==> src/hdl/dcdc_pkg.sv <==
// Constants, field layouts and decode helpers for the clock and de-emphasis control block.
// Contract
// - Clock mode 00 uses recovered clock and data; 01 uses crystal and aux input.
// - Mode 2 uses recovered clock while locked, crystal and aux input on unlock.
// - Mode 3 always uses crystal and aux input; the PLL keeps running for status.
// - Rate and pre-emphasis come from channel 1, or channel 2 when selected.
// - Consumer byte 3 bits 0-3: 0000, 0100, 1100 give 00, 10, 11; others 01.
// - Professional byte 0 bits 6-7: 10, 00, 01, 11 give 00, 01, 10, 11.
// - Consumer pre-emphasis flag set only when byte 0 matches 0X100.
// - Professional pre-emphasis flag set only when byte 0 bits 2-4 equal 110.
// - Automatic de-emphasis, on by default, follows decoded rate and pre-emphasis.
// - Automatic codes 000, 010, 011, 110 pick 44.1, 48, 32, 96 kHz; others off.
// - Manual codes select the same way when automatic is cleared; reset code 001.
// - Parallel mode always uses automatic de-emphasis from channel 1.
// - Filter is bypassed when pre-emphasis or the selected mode is off.
// - Zero input to the filter may give zero or minus one at the output.
// - Power-down pin low resets everything, stops clocks, refuses register access.
// - Soft reset low clears other settings; only its bit and power bit writable.
// - Partial power-down stops clocks and recovery but keeps settings and access.
// - Input selector 00..11 picks receiver input 1..4 for recovery.
// - Through selector picks the input driving the through output; enable gates it.
// - Parallel mode uses only receiver input 1.
// - High-rate flag follows recovered detection on PLL, programmed bit on crystal.
// - A wrong preamble sync interval counts as unlock.
package dcdc_pkg;

    // Synchronised pin vector layout.
    localparam int SY_PDN = 0;
    localparam int SY_PAR = 1;
    localparam int SY_CM  = 2;
    localparam int SY_PCK = 4;
    localparam int SY_XCK = 5;
    localparam int SY_UNL = 6;
    localparam int SY_RHR = 7;
    localparam int SY_AUX = 8;
    localparam int SY_RX  = 9;
    localparam int SY_W   = 13;

    // Control word layout.
    localparam int CFG_W  = 16;
    localparam int F_SOFT = 0;
    localparam int F_PWR  = 1;
    localparam int F_CM   = 2;
    localparam int F_CHS  = 4;
    localparam int F_AUTO = 5;
    localparam int F_DM   = 6;
    localparam int F_PHR  = 9;
    localparam int F_IPS  = 10;
    localparam int F_OPS  = 12;
    localparam int F_TXE  = 14;
    localparam logic [CFG_W-1:0] CFG_RST  = 16'h4063;
    localparam logic [CFG_W-1:0] CFG_KEEP = 16'h0003;

    localparam int RD_W  = 24;
    localparam int SMP_W = 24;

    // Clock operation modes.
    localparam logic [1:0] CM_PLL  = 2'h0;
    localparam logic [1:0] CM_XTAL = 2'h1;
    localparam logic [1:0] CM_AUTO = 2'h2;
    localparam logic [1:0] CM_MON  = 2'h3;

    // De-emphasis selections.
    localparam logic [2:0] DM_OFF = 3'h0;
    localparam logic [2:0] DM_441 = 3'h1;
    localparam logic [2:0] DM_48  = 3'h2;
    localparam logic [2:0] DM_32  = 3'h3;
    localparam logic [2:0] DM_96  = 3'h4;

    typedef enum logic [3:0] {
        CK_OFF  = 4'h1,
        CK_PLL  = 4'h2,
        CK_XTAL = 4'h4,
        CK_GAP  = 4'h8
    } dcdc_ck_t;

    // Maps {high rate, rate code} or the manual bits onto a filter selection.
    function automatic logic [2:0] dcdc_dm_map(input logic [2:0] code);
        unique case (code)
            3'h0:    dcdc_dm_map = DM_441;
            3'h2:    dcdc_dm_map = DM_48;
            3'h3:    dcdc_dm_map = DM_32;
            3'h6:    dcdc_dm_map = DM_96;
            default: dcdc_dm_map = DM_OFF;
        endcase
    endfunction

endpackage

==> src/hdl/dcdc_cs_if.sv <==
// Carrier for channel status bytes and their decoded rate and pre-emphasis.
`timescale 1ns/10ps
interface dcdc_cs_if;
    logic [7:0] byte0;
    logic [7:0] byte3;
    logic [1:0] rate;
    logic       preemph_flag;
    modport feed (output byte0, output byte3, input rate, input preemph_flag);
    modport dec  (input byte0, input byte3, output rate, output preemph_flag);
endinterface

==> src/hdl/dcdc_cs_decode.sv <==
// Decoder of sampling rate and pre-emphasis from channel status bytes.
`timescale 1ns/10ps
module dcdc_cs_decode
    import dcdc_pkg::*;
(
    dcdc_cs_if.dec cs
);
    logic       pro;
    logic [3:0] con_fs;
    logic [1:0] pro_fs;

    // Bit 0 of byte 0 tells professional from consumer use.
    assign pro    = cs.byte0[0];
    // Patterns are written with the lowest bit first.
    assign con_fs = {cs.byte3[0], cs.byte3[1], cs.byte3[2], cs.byte3[3]};
    assign pro_fs = {cs.byte0[6], cs.byte0[7]};

    always_comb begin
        if (pro) begin
            unique case (pro_fs)
                2'h2:    cs.rate = 2'h0;
                2'h0:    cs.rate = 2'h1;
                2'h1:    cs.rate = 2'h2;
                default: cs.rate = 2'h3;
            endcase
            cs.preemph_flag = ({cs.byte0[2], cs.byte0[3], cs.byte0[4]} == 3'h6);
        end else begin
            unique case (con_fs)
                4'h0:    cs.rate = 2'h0;
                4'h4:    cs.rate = 2'h2;
                4'hc:    cs.rate = 2'h3;
                default: cs.rate = 2'h1;
            endcase
            cs.preemph_flag = !cs.byte0[1] && ({cs.byte0[3], cs.byte0[4], cs.byte0[5]} == 3'h4);
        end
    end
endmodule

==> src/hdl/dcdc_ctrl.sv <==
// Clock source, data source, status decode, de-emphasis and reset control.
`timescale 1ns/10ps
module dcdc_ctrl
    import dcdc_pkg::*;
(
    input  wire logic             clk_i,
    input  wire logic             rst_i,
    input  wire logic             power_down_n_i,
    input  wire logic             par_mode_i,
    input  wire logic             clk_mode_sel_hi_i,
    input  wire logic             clk_mode_sel_lo_i,
    input  wire logic             pll_clk_i,
    input  wire logic             crystal_in_i,
    input  wire logic             pll_unlock_i,
    input  wire logic             sync_interval_bad_i,
    input  wire logic             recovered_high_rate_i,
    input  wire logic [3:0]       biphase_inputs_i,
    input  wire logic             aux_audio_in_i,
    input  wire logic             rx_serial_i,
    input  wire logic [SMP_W-1:0] rx_sample_i,
    input  wire logic [SMP_W-1:0] filt_sample_i,
    input  wire logic [7:0]       cs_ch1_byte0_i,
    input  wire logic [7:0]       cs_ch1_byte3_i,
    input  wire logic [7:0]       cs_ch2_byte0_i,
    input  wire logic [7:0]       cs_ch2_byte3_i,
    input  wire logic             cfg_wr_i,
    input  wire logic [CFG_W-1:0] cfg_wdata_i,
    input  wire logic             cfg_rd_i,
    output logic                  master_clk_out_a_o,
    output logic                  master_clk_out_b_o,
    output logic                  pll_run_o,
    output logic                  xtal_run_o,
    output logic                  serial_audio_out_o,
    output logic                  high_rate_flag_o,
    output logic                  rate_code_hi_o,
    output logic                  rate_code_lo_o,
    output logic                  preemph_flag_o,
    output logic [2:0]            deemph_mode_o,
    output logic                  deemph_bypass_o,
    output logic [SMP_W-1:0]      sample_out_o,
    output logic                  recovery_in_o,
    output logic                  thru_out_o,
    output logic                  cfg_rd_valid_o,
    output logic                  cfg_rd_ok_o,
    output logic [RD_W-1:0]       cfg_rd_data_o
);

    typedef struct packed {
        logic [SY_W-1:0]  s1;
        logic [SY_W-1:0]  s2;
        logic [SY_W-1:0]  s3;
        logic [SY_W-1:0]  filt;
        logic [CFG_W-1:0] cfg;
        dcdc_ck_t         ck;
        logic             mclk;
        logic             pll_run;
        logic             xtal_run;
        logic             sdo;
        logic             hr;
        logic             preemph_flag;
        logic [1:0]       rate;
        logic [2:0]       dm;
        logic             bypass;
        logic [SMP_W-1:0] smp;
        logic             rec_in;
        logic             thru;
        logic             rd_valid;
        logic             rd_ok;
        logic [RD_W-1:0]  rd_data;
    } dcdc_st_t;

    localparam dcdc_st_t ST_RST = '{
        s1: '0, s2: '0, s3: '0, filt: '0, cfg: CFG_RST, ck: CK_OFF,
        mclk: 1'b0, pll_run: 1'b0, xtal_run: 1'b0, sdo: 1'b0, hr: 1'b0,
        preemph_flag: 1'b0, rate: 2'h0, dm: DM_OFF, bypass: 1'b1, smp: '0,
        rec_in: 1'b0, thru: 1'b0, rd_valid: 1'b0, rd_ok: 1'b0, rd_data: '0
    };

    dcdc_st_t r_ff;
    dcdc_st_t nxt_r;

    dcdc_cs_if cs_if ();

    dcdc_cs_decode u_dec (
        .cs (cs_if)
    );

    logic [SY_W-1:0] pins;
    logic            pdn_ok;
    logic            par;
    logic            soft_ok;
    logic            run;
    logic [1:0]      mode;
    logic            unlock;
    logic            pll_on;
    logic            xtal_on;
    logic            want_pll;
    logic            locked;
    logic            auto_eff;
    logic            chsel;
    logic [1:0]      ips;
    logic [3:0]      rx_vec;
    logic            pck;
    logic            xck;
    logic            rd_allow;

    // Every pin enters through three flops; the middle and last must agree.
    assign pins = {biphase_inputs_i, aux_audio_in_i, recovered_high_rate_i, pll_unlock_i,
                   crystal_in_i, pll_clk_i, clk_mode_sel_hi_i, clk_mode_sel_lo_i,
                   par_mode_i, power_down_n_i};

    assign pdn_ok   = r_ff.filt[SY_PDN];
    assign par      = r_ff.filt[SY_PAR];
    assign soft_ok  = r_ff.cfg[F_SOFT];
    assign run      = pdn_ok && soft_ok && r_ff.cfg[F_PWR];
    // Pins steer the clock mode in parallel mode, the control word otherwise.
    assign mode     = par ? r_ff.filt[SY_CM+:2] : r_ff.cfg[F_CM+:2];
    assign unlock   = r_ff.filt[SY_UNL] || sync_interval_bad_i;
    assign pll_on   = run && (mode != CM_XTAL);
    assign xtal_on  = run && (mode != CM_PLL);
    assign want_pll = (mode == CM_PLL) || ((mode == CM_AUTO) && !unlock);
    assign locked   = pll_on && !unlock;
    assign auto_eff = par || r_ff.cfg[F_AUTO];
    assign chsel    = !par && r_ff.cfg[F_CHS];
    assign ips      = par ? 2'h0 : r_ff.cfg[F_IPS+:2];
    assign rx_vec   = r_ff.filt[SY_RX+:4];
    assign pck      = r_ff.filt[SY_PCK];
    assign xck      = r_ff.filt[SY_XCK];
    assign rd_allow = pdn_ok && soft_ok && !par;

    assign cs_if.byte0 = chsel ? cs_ch2_byte0_i : cs_ch1_byte0_i;
    assign cs_if.byte3 = chsel ? cs_ch2_byte3_i : cs_ch1_byte3_i;

    always_comb begin
        nxt_r      = r_ff;
        nxt_r.s1   = pins;
        nxt_r.s2   = r_ff.s1;
        nxt_r.s3   = r_ff.s2;
        nxt_r.filt = (r_ff.s2 & r_ff.s3) | (r_ff.filt & (r_ff.s2 ^ r_ff.s3));

        // Control word: power-down resets it, soft reset guards all but two bits.
        if (!pdn_ok) begin
            nxt_r.cfg = CFG_RST;
        end else if (cfg_wr_i && !par) begin
            if (soft_ok) begin
                nxt_r.cfg = cfg_wdata_i;
            end else begin
                nxt_r.cfg = (r_ff.cfg & ~CFG_KEEP) | (cfg_wdata_i & CFG_KEEP);
            end
            if (!nxt_r.cfg[F_SOFT]) begin
                nxt_r.cfg = (CFG_RST & ~CFG_KEEP) | (nxt_r.cfg & CFG_KEEP);
            end
        end

        // Status bits hold their last value while the receiver is unlocked.
        if (!pdn_ok || !soft_ok) begin
            nxt_r.rate = 2'h0;
            nxt_r.preemph_flag  = 1'b0;
        end else if (locked) begin
            nxt_r.rate = cs_if.rate;
            nxt_r.preemph_flag  = cs_if.preemph_flag;
        end

        if (!pdn_ok) begin
            nxt_r.hr = 1'b0;
        end else if (want_pll) begin
            nxt_r.hr = r_ff.filt[SY_RHR];
        end else begin
            nxt_r.hr = r_ff.cfg[F_PHR];
        end

        // Selection is made only with pre-emphasis present in the stream.
        if (!r_ff.preemph_flag) begin
            nxt_r.dm = DM_OFF;
        end else if (auto_eff) begin
            nxt_r.dm = dcdc_dm_map({r_ff.hr, r_ff.rate});
        end else begin
            nxt_r.dm = dcdc_dm_map(r_ff.cfg[F_DM+:3]);
        end
        nxt_r.bypass = (nxt_r.dm == DM_OFF);
        // Zero input may leave the filter at minus one, so no zero forcing here.
        nxt_r.smp = r_ff.bypass ? rx_sample_i : filt_sample_i;

        nxt_r.sdo      = run && (want_pll ? rx_serial_i : r_ff.filt[SY_AUX]);
        nxt_r.pll_run  = pll_on;
        nxt_r.xtal_run = xtal_on;
        nxt_r.rec_in   = pdn_ok && rx_vec[ips];
        nxt_r.thru     = pdn_ok && !par && r_ff.cfg[F_TXE]
                         && rx_vec[r_ff.cfg[F_OPS+:2]];

        // Source changes pass through a low gap, entered and left on low levels only.
        unique case (r_ff.ck)
            CK_OFF: begin
                if (run && want_pll && !pck) begin
                    nxt_r.ck = CK_PLL;
                end else if (run && !want_pll && !xck) begin
                    nxt_r.ck = CK_XTAL;
                end
            end
            CK_PLL: begin
                if ((!run || !want_pll) && !pck) begin
                    nxt_r.ck = CK_GAP;
                end
            end
            CK_XTAL: begin
                if ((!run || want_pll) && !xck) begin
                    nxt_r.ck = CK_GAP;
                end
            end
            CK_GAP: begin
                nxt_r.ck = CK_OFF;
            end
            default: begin
                nxt_r.ck = CK_OFF;
            end
        endcase
        nxt_r.mclk = ((nxt_r.ck == CK_PLL) && pck) || ((nxt_r.ck == CK_XTAL) && xck);

        // Refused reads still answer, with the ok flag low and zero data.
        nxt_r.rd_valid = cfg_rd_i;
        nxt_r.rd_ok    = cfg_rd_i && rd_allow;
        if (cfg_rd_i && rd_allow) begin
            nxt_r.rd_data = {3'h0, r_ff.hr, unlock, r_ff.preemph_flag, r_ff.rate, r_ff.cfg};
        end else begin
            nxt_r.rd_data = '0;
        end

        if (!pdn_ok) begin
            nxt_r.ck   = CK_OFF;
            nxt_r.mclk = 1'b0;
        end
    end

    always_ff @(posedge clk_i or posedge rst_i) begin
        if (rst_i) begin
            r_ff <= ST_RST;
        end else begin
            r_ff <= nxt_r;
        end
    end

    assign master_clk_out_a_o = r_ff.mclk;
    assign master_clk_out_b_o = r_ff.mclk;
    assign pll_run_o          = r_ff.pll_run;
    assign xtal_run_o         = r_ff.xtal_run;
    assign serial_audio_out_o = r_ff.sdo;
    assign high_rate_flag_o   = r_ff.hr;
    assign rate_code_hi_o     = r_ff.rate[1];
    assign rate_code_lo_o     = r_ff.rate[0];
    assign preemph_flag_o     = r_ff.preemph_flag;
    assign deemph_mode_o      = r_ff.dm;
    assign deemph_bypass_o    = r_ff.bypass;
    assign sample_out_o       = r_ff.smp;
    assign recovery_in_o      = r_ff.rec_in;
    assign thru_out_o         = r_ff.thru;
    assign cfg_rd_valid_o     = r_ff.rd_valid;
    assign cfg_rd_ok_o        = r_ff.rd_ok;
    assign cfg_rd_data_o      = r_ff.rd_data;
endmodule

==> config.mk <==
export PLATFORM = sky130hd
export DESIGN_NAME = dcdc_ctrl
export DESIGN_NICKNAME = d
export VERILOG_FILES = /design/src/hdl/dcdc_pkg.sv /design/src/hdl/dcdc_cs_if.sv /design/src/hdl/dcdc_cs_decode.sv /design/src/hdl/dcdc_ctrl.sv
export SDC_FILE = /design/constraint.sdc
export NUM_CORES = 1
export LEC_CHECK = 0
export BUFFER_PORTS_ARGS = -buffer_cell sky130_fd_sc_hd__buf_2
export CAP_MARGIN = 20
export CORE_UTILIZATION = 40
export CTS_CLUSTER_SIZE = 40
export DETAILED_ROUTE_END_ITERATION = 6
export GPL_ROUTABILITY_DRIVEN = 1
export PLACE_DENSITY = 0.66
export SETUP_SLACK_MARGIN = 0.4
export SLEW_MARGIN = 20
export SYNTH_ARGS = -nofsm -noshare
export SYNTH_HDL_FRONTEND = slang
export SYNTH_SLANG_ARGS = --single-unit
==> constraint.sdc <==
create_clock -name clk_i -period 5.26 [get_ports clk_i]
set_input_delay 1.052 -clock clk_i [delete_from_list [all_inputs] [get_ports clk_i]]
set_output_delay 1.052 -clock clk_i [all_outputs]
set_load 0.005 [all_outputs]
==> summary.txt, run 1 <==
Die
  • Chip height: approximately 120 µm
  • Die area: 0.0139 mm²
  • Std cell rows: 41
  • Die W: between 100 and 150 µm
  • Core area: 0.0128 mm²
  • I/O pin total: 180
  • Initial Util: 0.417

Place
  • Final Wtd Congestion: 0.757
  • Placed cell count: 678
  • HPWL after detailed placement: 7.36 mm
  • Buffers on Ports: 168

Timing
  • Max Slew Vio Count: 0
  • RSZ-0062 raised after global routing: false
  • Setup Skew: 0.00560 ns
  • Slew headroom: 0.318
  • Final period utilization: 0.482
  • Final setup TNS: 0 ns
  • Worst Tran Pin Value: slightly above 1 ns
  • Fmax: 0.395 GHz
  • Finish-stage setup viols: 0
  • Final min period: 2.53 ns
  • Hold Vio Cnt, Final: 0

Power
  • Peak VDD IR: approximately 0.32 mV
  • P_leak: 3.38 nW
  • Pwr dens: 402 mW/mm²
  • Pwr Total: 0.00267 W

Clocking
  • Worst-case clock buffer depth: 2
  • Post-CTS sizing: 0
  • # H-tree levels: 4
  • CTS sink cnt: 133
  • Clk_lat worst skew: 0.42 ns
  • CTS Buf Count: 17
  • Post-CTS setup buffers: 0
  • Clk slew on worst S/H paths: around 0.05 ns
  • Hold Buf Count CTS: 0
  • Clock root cell: clkbuf_16
  • CTS tree: built

Worst setup path
  • CP Class: reg2out
  • Max FO, Critical Path: 25
  • Crit. End Element: output port
  • Critical Path AT: 1.48 ns
  • WP buf/inv: 1
  • CP max stage cell: dfstp_2
  • Nature of the critical path startpoint: flip-flop
  • Req. time, crit path: 4.21 ns
  • CP Cell Sequence: buf_2
  • Cell family with most CP delay: flip-flops
  • Crit-path max cell delay: approximately 0.86 ns

Synthesis
  • Synth Flop Type: dfrtp_1
  • Synth top area cells: dfrtp_1 59%, buf_4 7.4%, mux2_2 5.3%
  • Synth unique cells: just under 50
  • Mapped Cells: 399
  • Total number of yosys warnings: 0
  • Post-synth top area share: 0.589
  • Post-synth EDFFs: 0
  • Average size of a mapped cell: 13.4 µm²
  • Post-synth ARST share: 1.00
  • Top cell type by total area after synthesis: dfrtp_1
  • Mapped Area: 0.00535 mm²
  • Synth Register Bits: 133
  • Sequential area share after synthesis: 0.623

Global route
  • GR Util met1: 0.192
  • Total grt overflow: 0
  • Met3 Track Usage GR: 0.0514
  • Largest net degree at the start of global routing: 93
  • Global routing's busiest layer: met2
  • Global-route wire length before repair: 17.4 mm
  • Met2 track demand over resource: 0.270
  • Vias in the first global route: 3470
  • Initial antenna violation count: 0
  • Overall routing resource usage: 0.164

Finish
  • Syn-to-layout area delta: 24.0%
  • Post-Layout Cell Count: 710
  • FF/Latch Area: 0.00334 mm²
  • Fillcell total: 1137
  • Commonest non-fill, non-tap cell in the layout: buf_2
  • Final Util: 0.518
  • Antenna cells: 0
  • Share of cells above drive strength 1: 0.452
  • Most frequent cells in the layout: 168 x buf_2, 126 x dfrtp_1, 25 x mux2_2
  • Multi-input logic area: 0.00156 mm²
  • Layout net count: 653

Run
  • Max-Cap Viols: 0

Drt
  • DRT iter0 DRCs: 194
  • Wirelength, routed: 10.3 mm
  • Per-cell routed wire length: 14.6 µm
  • DRC viols: 0
  • Detailed-route vias per instance: 4.74
  • Pre-antenna DRT Iters: 4
  • Vias: 3362
  • Post-DRT Antenna Nets: 0

Hold path
  • Worst min path class: reg2reg

Run status
  • Status: completed
## routing by layer
layer	vias to the layer above	routed length (µm)	part of all wire
met5	-	0	0
met4	0	277	0.027
met3	23	587	0.057
met2	111	5180	0.50
met1	1637	4290	0.42
li1	1591	-	-
## stage by stage
stage | setup WS [ns] | hold WS [ns] | cell area [µm²]
6_report | 2.73 | 0.346 | 6640
5_1_grt | 2.63 | 0.353 | 6640
4_1_cts | 2.69 | 0.348 | 6640
3_5_place_dp | 2.80 | 0.335 | 5980
3_3_place_gp | 2.83 | 0.331 | 5980
2_1_floorplan | 0.665 | 0.331 | 5360
## layout make-up
type                            instances  share of cell area
Timing Repair Buffer                  169               0.128
Multi-Input combinational cell        198               0.234
Inverter                                6             0.00415
Tap cell                              172              0.0324
Clock buffer                           20              0.0688
Sequential cell                       133               0.503
Clock inverter                         12              0.0300
## logic make-up after synthesis
family	share of synthesized area
AO/OA/AOI/OAI	0.0811
multiplexers	0.0680
other	0.000700
AND/OR/NAND/NOR	0.100
XOR/XNOR	0.00818
flip-flops	0.623
adder cells (fa/ha/maj)	0.0304
buffers and inverters	0.0883
## report_power, final
| part | internal, W | total [W] | switching [W] |
|---|---|---|---|
| clock | 0.000867 | 0.00130 | 0.000429 |
| sequential | 0.00109 | 0.00114 | 0.0000524 |
| combinational | 0.000114 | 0.000227 | 0.000113 |
## path summary, 6_finish.rpt
path,start,end,slack [ns],cells after the start
hold reg to reg,nxt_r[111],nxt_r[98],0.35,0
hold / removal,nxt_r[111],nxt_r[98],0.35,0
max in group asynchronous,rst_i,deemph_bypass_o,3.40,3
setup reg to reg,pdn_ok,rate_code_hi_o,3.11,3
min in group asynchronous,rst_i,r_ff[92],0.80,2
setup / recovery,deemph_bypass_o,deemph_bypass_o,2.73,1
## flip-flops by register name, indices dropped and copies added (netlist names), 3 cells and up
name           flops
r_ff              43
sample_out_o      24
deemph_mode_o      3
nxt_r             26
cfg_rd_data_o     21
## cell usage after synthesis (2+ instances only)
cell type and n:
a211oi_1 4, nor2b_1 3, nand3b_1 2, nor4b_1 4, xor2_1 5, nor2_1 14
inv_1 6, nor3b_1 5, a21oi_1 10, nand2_1 7, and2_1 16, o21a_1 4
dfrtp_1 126, ha_1 13, nor4_1 4, clkbuf_1 2, a22o_1 11, o21ai_0 5
dfstp_2 7, buf_4 53, mux2i_1 6, nand2b_1 7, mux2_2 25, nor3_1 12
o31ai_1 2, buf_2 9, a21o_1 13, nand3_1 3
Power figures use the tool's default switching activity.
==> inputs of run 2 (changes only) <==
--- a/config.mk
+++ b/config.mk
@@ -5,13 +5,14 @@
 export SDC_FILE = /design/constraint.sdc
 export NUM_CORES = 1
 export LEC_CHECK = 0
+export ABC_AREA = 1
 export BUFFER_PORTS_ARGS = -buffer_cell sky130_fd_sc_hd__buf_2
 export CAP_MARGIN = 20
 export CORE_UTILIZATION = 40
 export CTS_CLUSTER_SIZE = 40
 export DETAILED_ROUTE_END_ITERATION = 6
 export GPL_ROUTABILITY_DRIVEN = 1
-export PLACE_DENSITY = 0.66
+export PLACE_DENSITY = 0.68
 export SETUP_SLACK_MARGIN = 0.4
 export SLEW_MARGIN = 20
 export SYNTH_ARGS = -nofsm -noshare
==> constraint.sdc (replaced) <==
create_clock -name clk_i -period 2.18 [get_ports clk_i]
set_input_delay 0.436 -clock clk_i [delete_from_list [all_inputs] [get_ports clk_i]]
set_output_delay 0.436 -clock clk_i [all_outputs]
set_load 0.005 [all_outputs]
==> summary.txt, run 2 <==
Worst setup path
  • Crit-path max cell delay: 0.73 ns
  • Req. time, crit path: 1.74 ns
  • Crit Reg-Reg Startpoint: pdn_ok
  • Cell family with most CP delay: flip-flops
  • CP max stage cell: dfstp_4
  • Crit. End Element: output port
  • Critical Path AT: 1.28 ns
  • R2R setup slack: 0.59 ns
  • CP Class: reg2out
  • Capture point of the worst reg-to-reg path: master_clk_out_a_o
  • Worst R2R Path Depth: 7
  • CP Cell Sequence: buf_2
  • Max FO, Critical Path: 14
  • Nature of the critical path startpoint: flip-flop
  • WP buf/inv: 1

Clocking
  • CTS sink cnt: 133
  • CTS tree: built
  • Clk slew on worst S/H paths: 0.05 ns
  • # H-tree levels: 4
  • Clk_lat worst skew: 0.41 ns
  • Clock root cell: clkbuf_16
  • CTS Buf Count: 17
  • Worst-case clock buffer depth: 2

Finish
  • Share of cells above drive strength 1: 0.431
  • Layout net count: 744
  • Antenna cells: 0
  • Max reg flops: 43
  • Most frequent cells in the layout: 168 x buf_2, 126 x dfrtp_1, 54 x inv_1
  • Commonest non-fill, non-tap cell in the layout: buf_2
  • Syn-to-layout area delta: 23.4%
  • Largest Register: r_ff
  • Fillcell total: 1207

Power
  • Psw: roughly 0.0015 W
  • Peak VDD IR: 0.590 mV
  • Sequential power share: 0.438
  • Pwr dens: 915 mW/mm²
  • Clock power share: 0.451
  • Switching part of the total: 0.241
  • Pint: between 0.004 and 0.005 W
  • P_leak: 3.62 nW
  • Comb pwr share: 0.111

Timing
  • Fmax: 0.583 GHz
  • Slew headroom: 0.641
  • Max Slew Vio Count: 0
  • Finish-stage setup viols: 0
  • Hold Vio Cnt, Final: 0
  • Worst Tran Pin Value: 0.537 ns
  • Setup Skew: 0.00856 ns
  • Final min period: about 1.7 ns
  • Worst setup margin: about 0.46 ns
  • RSZ-0062 raised after global routing: false
  • Final setup TNS: 0 ns
  • Final period utilization: 0.787

Die
  • I/O pin total: 180
  • Chip height: 119 µm
  • Die area: 0.0143 mm²
  • Initial Util: 0.413
  • Core area: 0.0133 mm²
  • Die W: 119 µm
  • Std cell rows: 42

Drt
  • Met2 WL: roughly 5.8 mm
  • Vias: roughly 3.7k
  • Detailed-route vias per instance: 4.59
  • Post-DRT Antenna Nets: 0
  • DRT iter0 DRCs: 303
  • Top routing layer in use: met4
  • Wl on met1: 4.75 mm
  • Met3 WL: 579 µm
  • Wirelength, routed: 11.2 mm
  • Per-cell routed wire length: approximately 14 µm
  • DRC viols: 0
  • Pre-antenna DRT Iters: 4

Synthesis
  • Top cells by count, synth: 126 x dfrtp_1, 55 x inv_1, 53 x buf_4, 42 x nand2_1, 41 x nor2_1
  • Sequential area share after synthesis: 0.605
  • Total number of yosys warnings: 0
  • Post-synth top area share: 0.572
  • Mapped Area: between 0.005 and 0.006 mm²
  • Average size of a mapped cell: 11.5 µm²
  • Synth unique cells: 41
  • Synth Flop Type: dfrtp_1
  • Mapped Cells: 480
  • Post-synth EDFFs: 0
  • Synth Register Bits: 133
  • Post-synth ARST share: 1.00
  • Synth top area cells: dfrtp_1 57%, buf_4 7.2%, mux2_2 4.9%
  • Top cell type by total area after synthesis: dfrtp_1
  • Top-count cell post-synth: dfrtp_1

Run
  • Max-Cap Viols: 0

Place
  • HPWL after detailed placement: 8.44 mm
  • Worst slack, placed: between 0.5 and 0.6 ns
  • Final Wtd Congestion: 0.797
  • Buffers on Ports: between 150 and 200

Global route
  • Global-route wire length before repair: 17.9 mm
  • Initial antenna violation count: 0
  • Total grt overflow: 0
  • Largest net degree at the start of global routing: 61
  • Overall routing resource usage: 0.168
  • Vias in the first global route: 3771

Hold path
  • Worst min path class: in2async

Run status
  • Status: completed
[run 2: power by group through the flow]
stage	registers, W	clock network [W]	logic, W
final	0.00273	0.00281	0.000690
after global placement	0.00277	0	0.000665
after detailed placement	0.00278	0	0.000689
after floorplan	0.00274	0	0.000505
after global routing	0.00275	0.00298	0.000776
after CTS	0.00273	0.00288	0.000701
[run 2: cell type report]
type | count | area (µm²) | area share
clock buffers | 18 | 429 | 0.0631
well taps | 176 | 220 | 0.0324
multi-input cells | 228 | 1500 | 0.221
clock inverters | 12 | 158 | 0.0232
flip-flops and latches | 133 | 3340 | 0.491
repair buffers | 177 | 921 | 0.135
inverters | 59 | 233 | 0.0342
[run 2: stage by stage]
step	hold slack, ns	power, W	area [µm²]	cells	util
floorplan	0.331	0.00324	5520	482	-
global placement	0.332	0.00343	6210	772	0.465
detailed placement	0.336	0.00347	6210	772	0.465
CTS	0.0699	0.00631	6800	803	0.510
global route	0.0962	0.00650	6800	803	0.510
finish	0.0696	0.00623	6800	803	0.510
[run 2: how the worst max path moves through the flow]
| stage | from | end | slack, ns | depth (start not counted) |
|---|---|---|---|---|
| CTS | deemph_bypass_o | deemph_bypass_o | 0.44 | 1 |
| detailed placement | par | rate_code_lo_o | 0.59 | 8 |
| global placement | par | rate_code_lo_o | 0.62 | 8 |
| finish | deemph_bypass_o | deemph_bypass_o | 0.46 | 1 |
| floorplan | rst_i | cfg_rd_data_o[0] | 0.1 | 1 |
| global route | deemph_bypass_o | deemph_bypass_o | 0.43 | 1 |
[run 2: cells by family after synthesis]
family,synth area share
xor+xnor,0.00159
fa+ha+maj,0.0295
compound gates,0.0756
simple gates,0.113
buf+inv,0.123
other cells,0.000680
mux,0.0508
flops,0.605
[run 2: layer usage]
metal,vias up,global-route usage
met1,1793,0.206
met3,14,0.0474
met2,124,0.278
met4,0,0.0680
met5,-,0
li1,1754,-
[run 2: repair_timing]
| action | in CTS | in global routing |
|---|---|---|
| buffers inserted | 1 | 0 |
| setup endpoints to repair | 1 | 0 |
| hold buffers | 0 | 0 |
| gates resized for setup | 1 | 0 |
==> inputs of run 3 (changes only) <==
--- a/config.mk
+++ b/config.mk
@@ -5,7 +5,7 @@
 export SDC_FILE = /design/constraint.sdc
 export NUM_CORES = 1
 export LEC_CHECK = 0
-export ABC_AREA = 1
+export ABC_AREA = 0
 export BUFFER_PORTS_ARGS = -buffer_cell sky130_fd_sc_hd__buf_2
 export CAP_MARGIN = 20
 export CORE_UTILIZATION = 40
==> constraint.sdc (replaced) <==
create_clock -name clk_i -period 1.5 [get_ports clk_i]
set_input_delay 0.3 -clock clk_i [delete_from_list [all_inputs] [get_ports clk_i]]
set_output_delay 0.3 -clock clk_i [all_outputs]
set_load 0.005 [all_outputs]
==> summary.txt, run 3 (synthesized netlist as in run 1, its figures left out) <==
Run status
  • Status: completed

Finish
  • Fillcell total: 989
  • FF/Latch Area: 0.00334 mm²
  • Commonest non-fill, non-tap cell in the layout: buf_2
  • Largest Register: r_ff
  • Max reg flops: between 40 and 50
  • Multi-input logic area: 0.00199 mm²
  • Final Util: 0.612
  • Layout net count: 730
  • Most frequent cells in the layout: 167 x buf_2, 120 x dfrtp_1, 31 x buf_4
  • Share of cells above drive strength 1: 0.594
  • Antenna cells: 0
  • Syn-to-layout area delta: 46.6%

Power
  • Peak VDD IR: 0.772 mV
  • Pwr dens: about 1200 mW/mm²
  • Pwr Total: just over 0.009 W
  • P_leak: 4.00 nW

Clocking
  • Clock root cell: clkbuf_16
  • # H-tree levels: 4
  • CTS Buf Count: 17
  • Clk slew on worst S/H paths: roughly 0.060 ns
  • CTS sink cnt: about 130
  • Worst-case clock buffer depth: 2
  • Clk_lat worst skew: between 0.4 and 0.5 ns
  • CTS tree: built

Drt
  • Post-DRT Antenna Nets: 0
  • Vias: approximately 3.7k
  • Detailed-route vias per instance: between 4 and 5
  • Wirelength, routed: 12.1 mm
  • Per-cell routed wire length: roughly 15 µm
  • DRC viols: 0
  • DRT iter0 DRCs: 174
  • Pre-antenna DRT Iters: 4

Timing
  • Setup Skew: 0.00756 ns
  • Max Slew Vio Count: 0
  • Final period utilization: 0.993
  • Final min period: 1.49 ns
  • RSZ-0062 raised after global routing: true
  • Hold Vio Cnt, Final: 0
  • Worst setup margin: about 0.01 ns
  • Finish-stage setup viols: 0
  • Fmax: 0.671 GHz

Global route
  • Total grt overflow: 0
  • Initial antenna violation count: 0
  • Global-route wire length before repair: ~19 mm
  • Vias in the first global route: 3892
  • Largest net degree at the start of global routing: 36
  • Overall routing resource usage: 0.178

Worst setup path
  • Max FO, Critical Path: 4
  • Crit. End Element: flip-flop
  • Critical Path AT: ~1.8 ns
  • CP Class: reg2reg
  • Req. time, crit path: 1.80 ns
  • Nature of the critical path startpoint: flip-flop

Die
  • Initial Util: 0.417
  • Std cell rows: between 40 and 50
  • Die area: 0.0139 mm²
  • Core area: 0.0128 mm²
  • Chip height: 118 µm
  • Die W: 118 µm
  • I/O pin total: 180

Place
  • Buffers on Ports: 168
  • HPWL after detailed placement: 8.14 mm
  • Final Wtd Congestion: 0.827
  • Worst slack, placed: -0.0984 ns

Run
  • Max-Cap Viols: 0

Hold path
  • Worst min path class: in2reg
-- run 3: cell types whose count changed in the layout (fill, tap and decap cells not counted), sizes merged, moves of 12 or more --
cell / before / now
nand3: 17 / 3
dlygate4sd3: 0 / 14
nor3: 1 / 13
inv: 59 / 13
nand2: 55 / 7
buf: 177 / 229
and2: 0 / 16
nor2: 44 / 14
-- run 3: power breakdown --
part	switching (W)	total (W)	internal, W
sequential	0.000161	0.00399	0.00383
combinational	0.000632	0.00142	0.000792
clock	0.00160	0.00391	0.00231
-- run 3: area by class of cell --
cell class	instances	area share
multi-input combinational	198	0.254
tap	172	0.0274
timing repair inverter	1	0.000637
inverter	6	0.00335
sequential	133	0.426
clock inverter	14	0.0175
clock buffer	17	0.0542
timing repair buffer	245	0.217
-- run 3: final timing paths --
check                           slack (ns)  cells after the start        endpoint  startpoint
worst min-delay path                  0.07                      1  cfg_rd_valid_o    cfg_rd_i
min in group asynchronous             0.43                      3       r_ff[104]       rst_i
worst min register to register        0.35                      0      nxt_r[102]  nxt_r[115]
worst max register to register        0.01                      3  rate_code_hi_o    r_ff[90]
max in group asynchronous             0.54                      4        r_ff[82]       rst_i
worst max-delay path                  0.01                      3  rate_code_hi_o    r_ff[90]
-- run 3: stage by stage --
stage               area (µm²)  hold slack (ns)  TNS (ns)  instances
finish                    7850           0.0668         0        786
floorplan                 5650            0.331    -56.59        401
detailed placement        6430            0.335    -0.233        704
CTS                       7610           0.0475   -0.0242        775
global route              7850           0.0530    -0.287        786
global placement          6430            0.331   -0.0845        704
-- run 3: worst max-delay path: stages, from the launching register on --
cell     delay, ns
dfrtp_1       0.41
or2_4         0.26
nor4_4        0.36
mux2_4        0.33
-- run 3: timing repair --
item,4_1_cts,5_1_grt
gates cloned,3,3
resized for setup,63,28
setup endpoints to repair,137,178
endpoints found under the hold margin,28,0
pin swaps,19,17
buffers inserted,23,8
hold buffers,14,0
-- run 3: layer usage --
layer | part of all wire | up-vias | global-route usage
met5 | 0 | - | 0
met4 | 0.016 | 0 | 0.0721
met3 | 0.046 | 15 | 0.0451
met2 | 0.52 | 121 | 0.304
met1 | 0.42 | 1789 | 0.214
li1 | - | 1750 | -
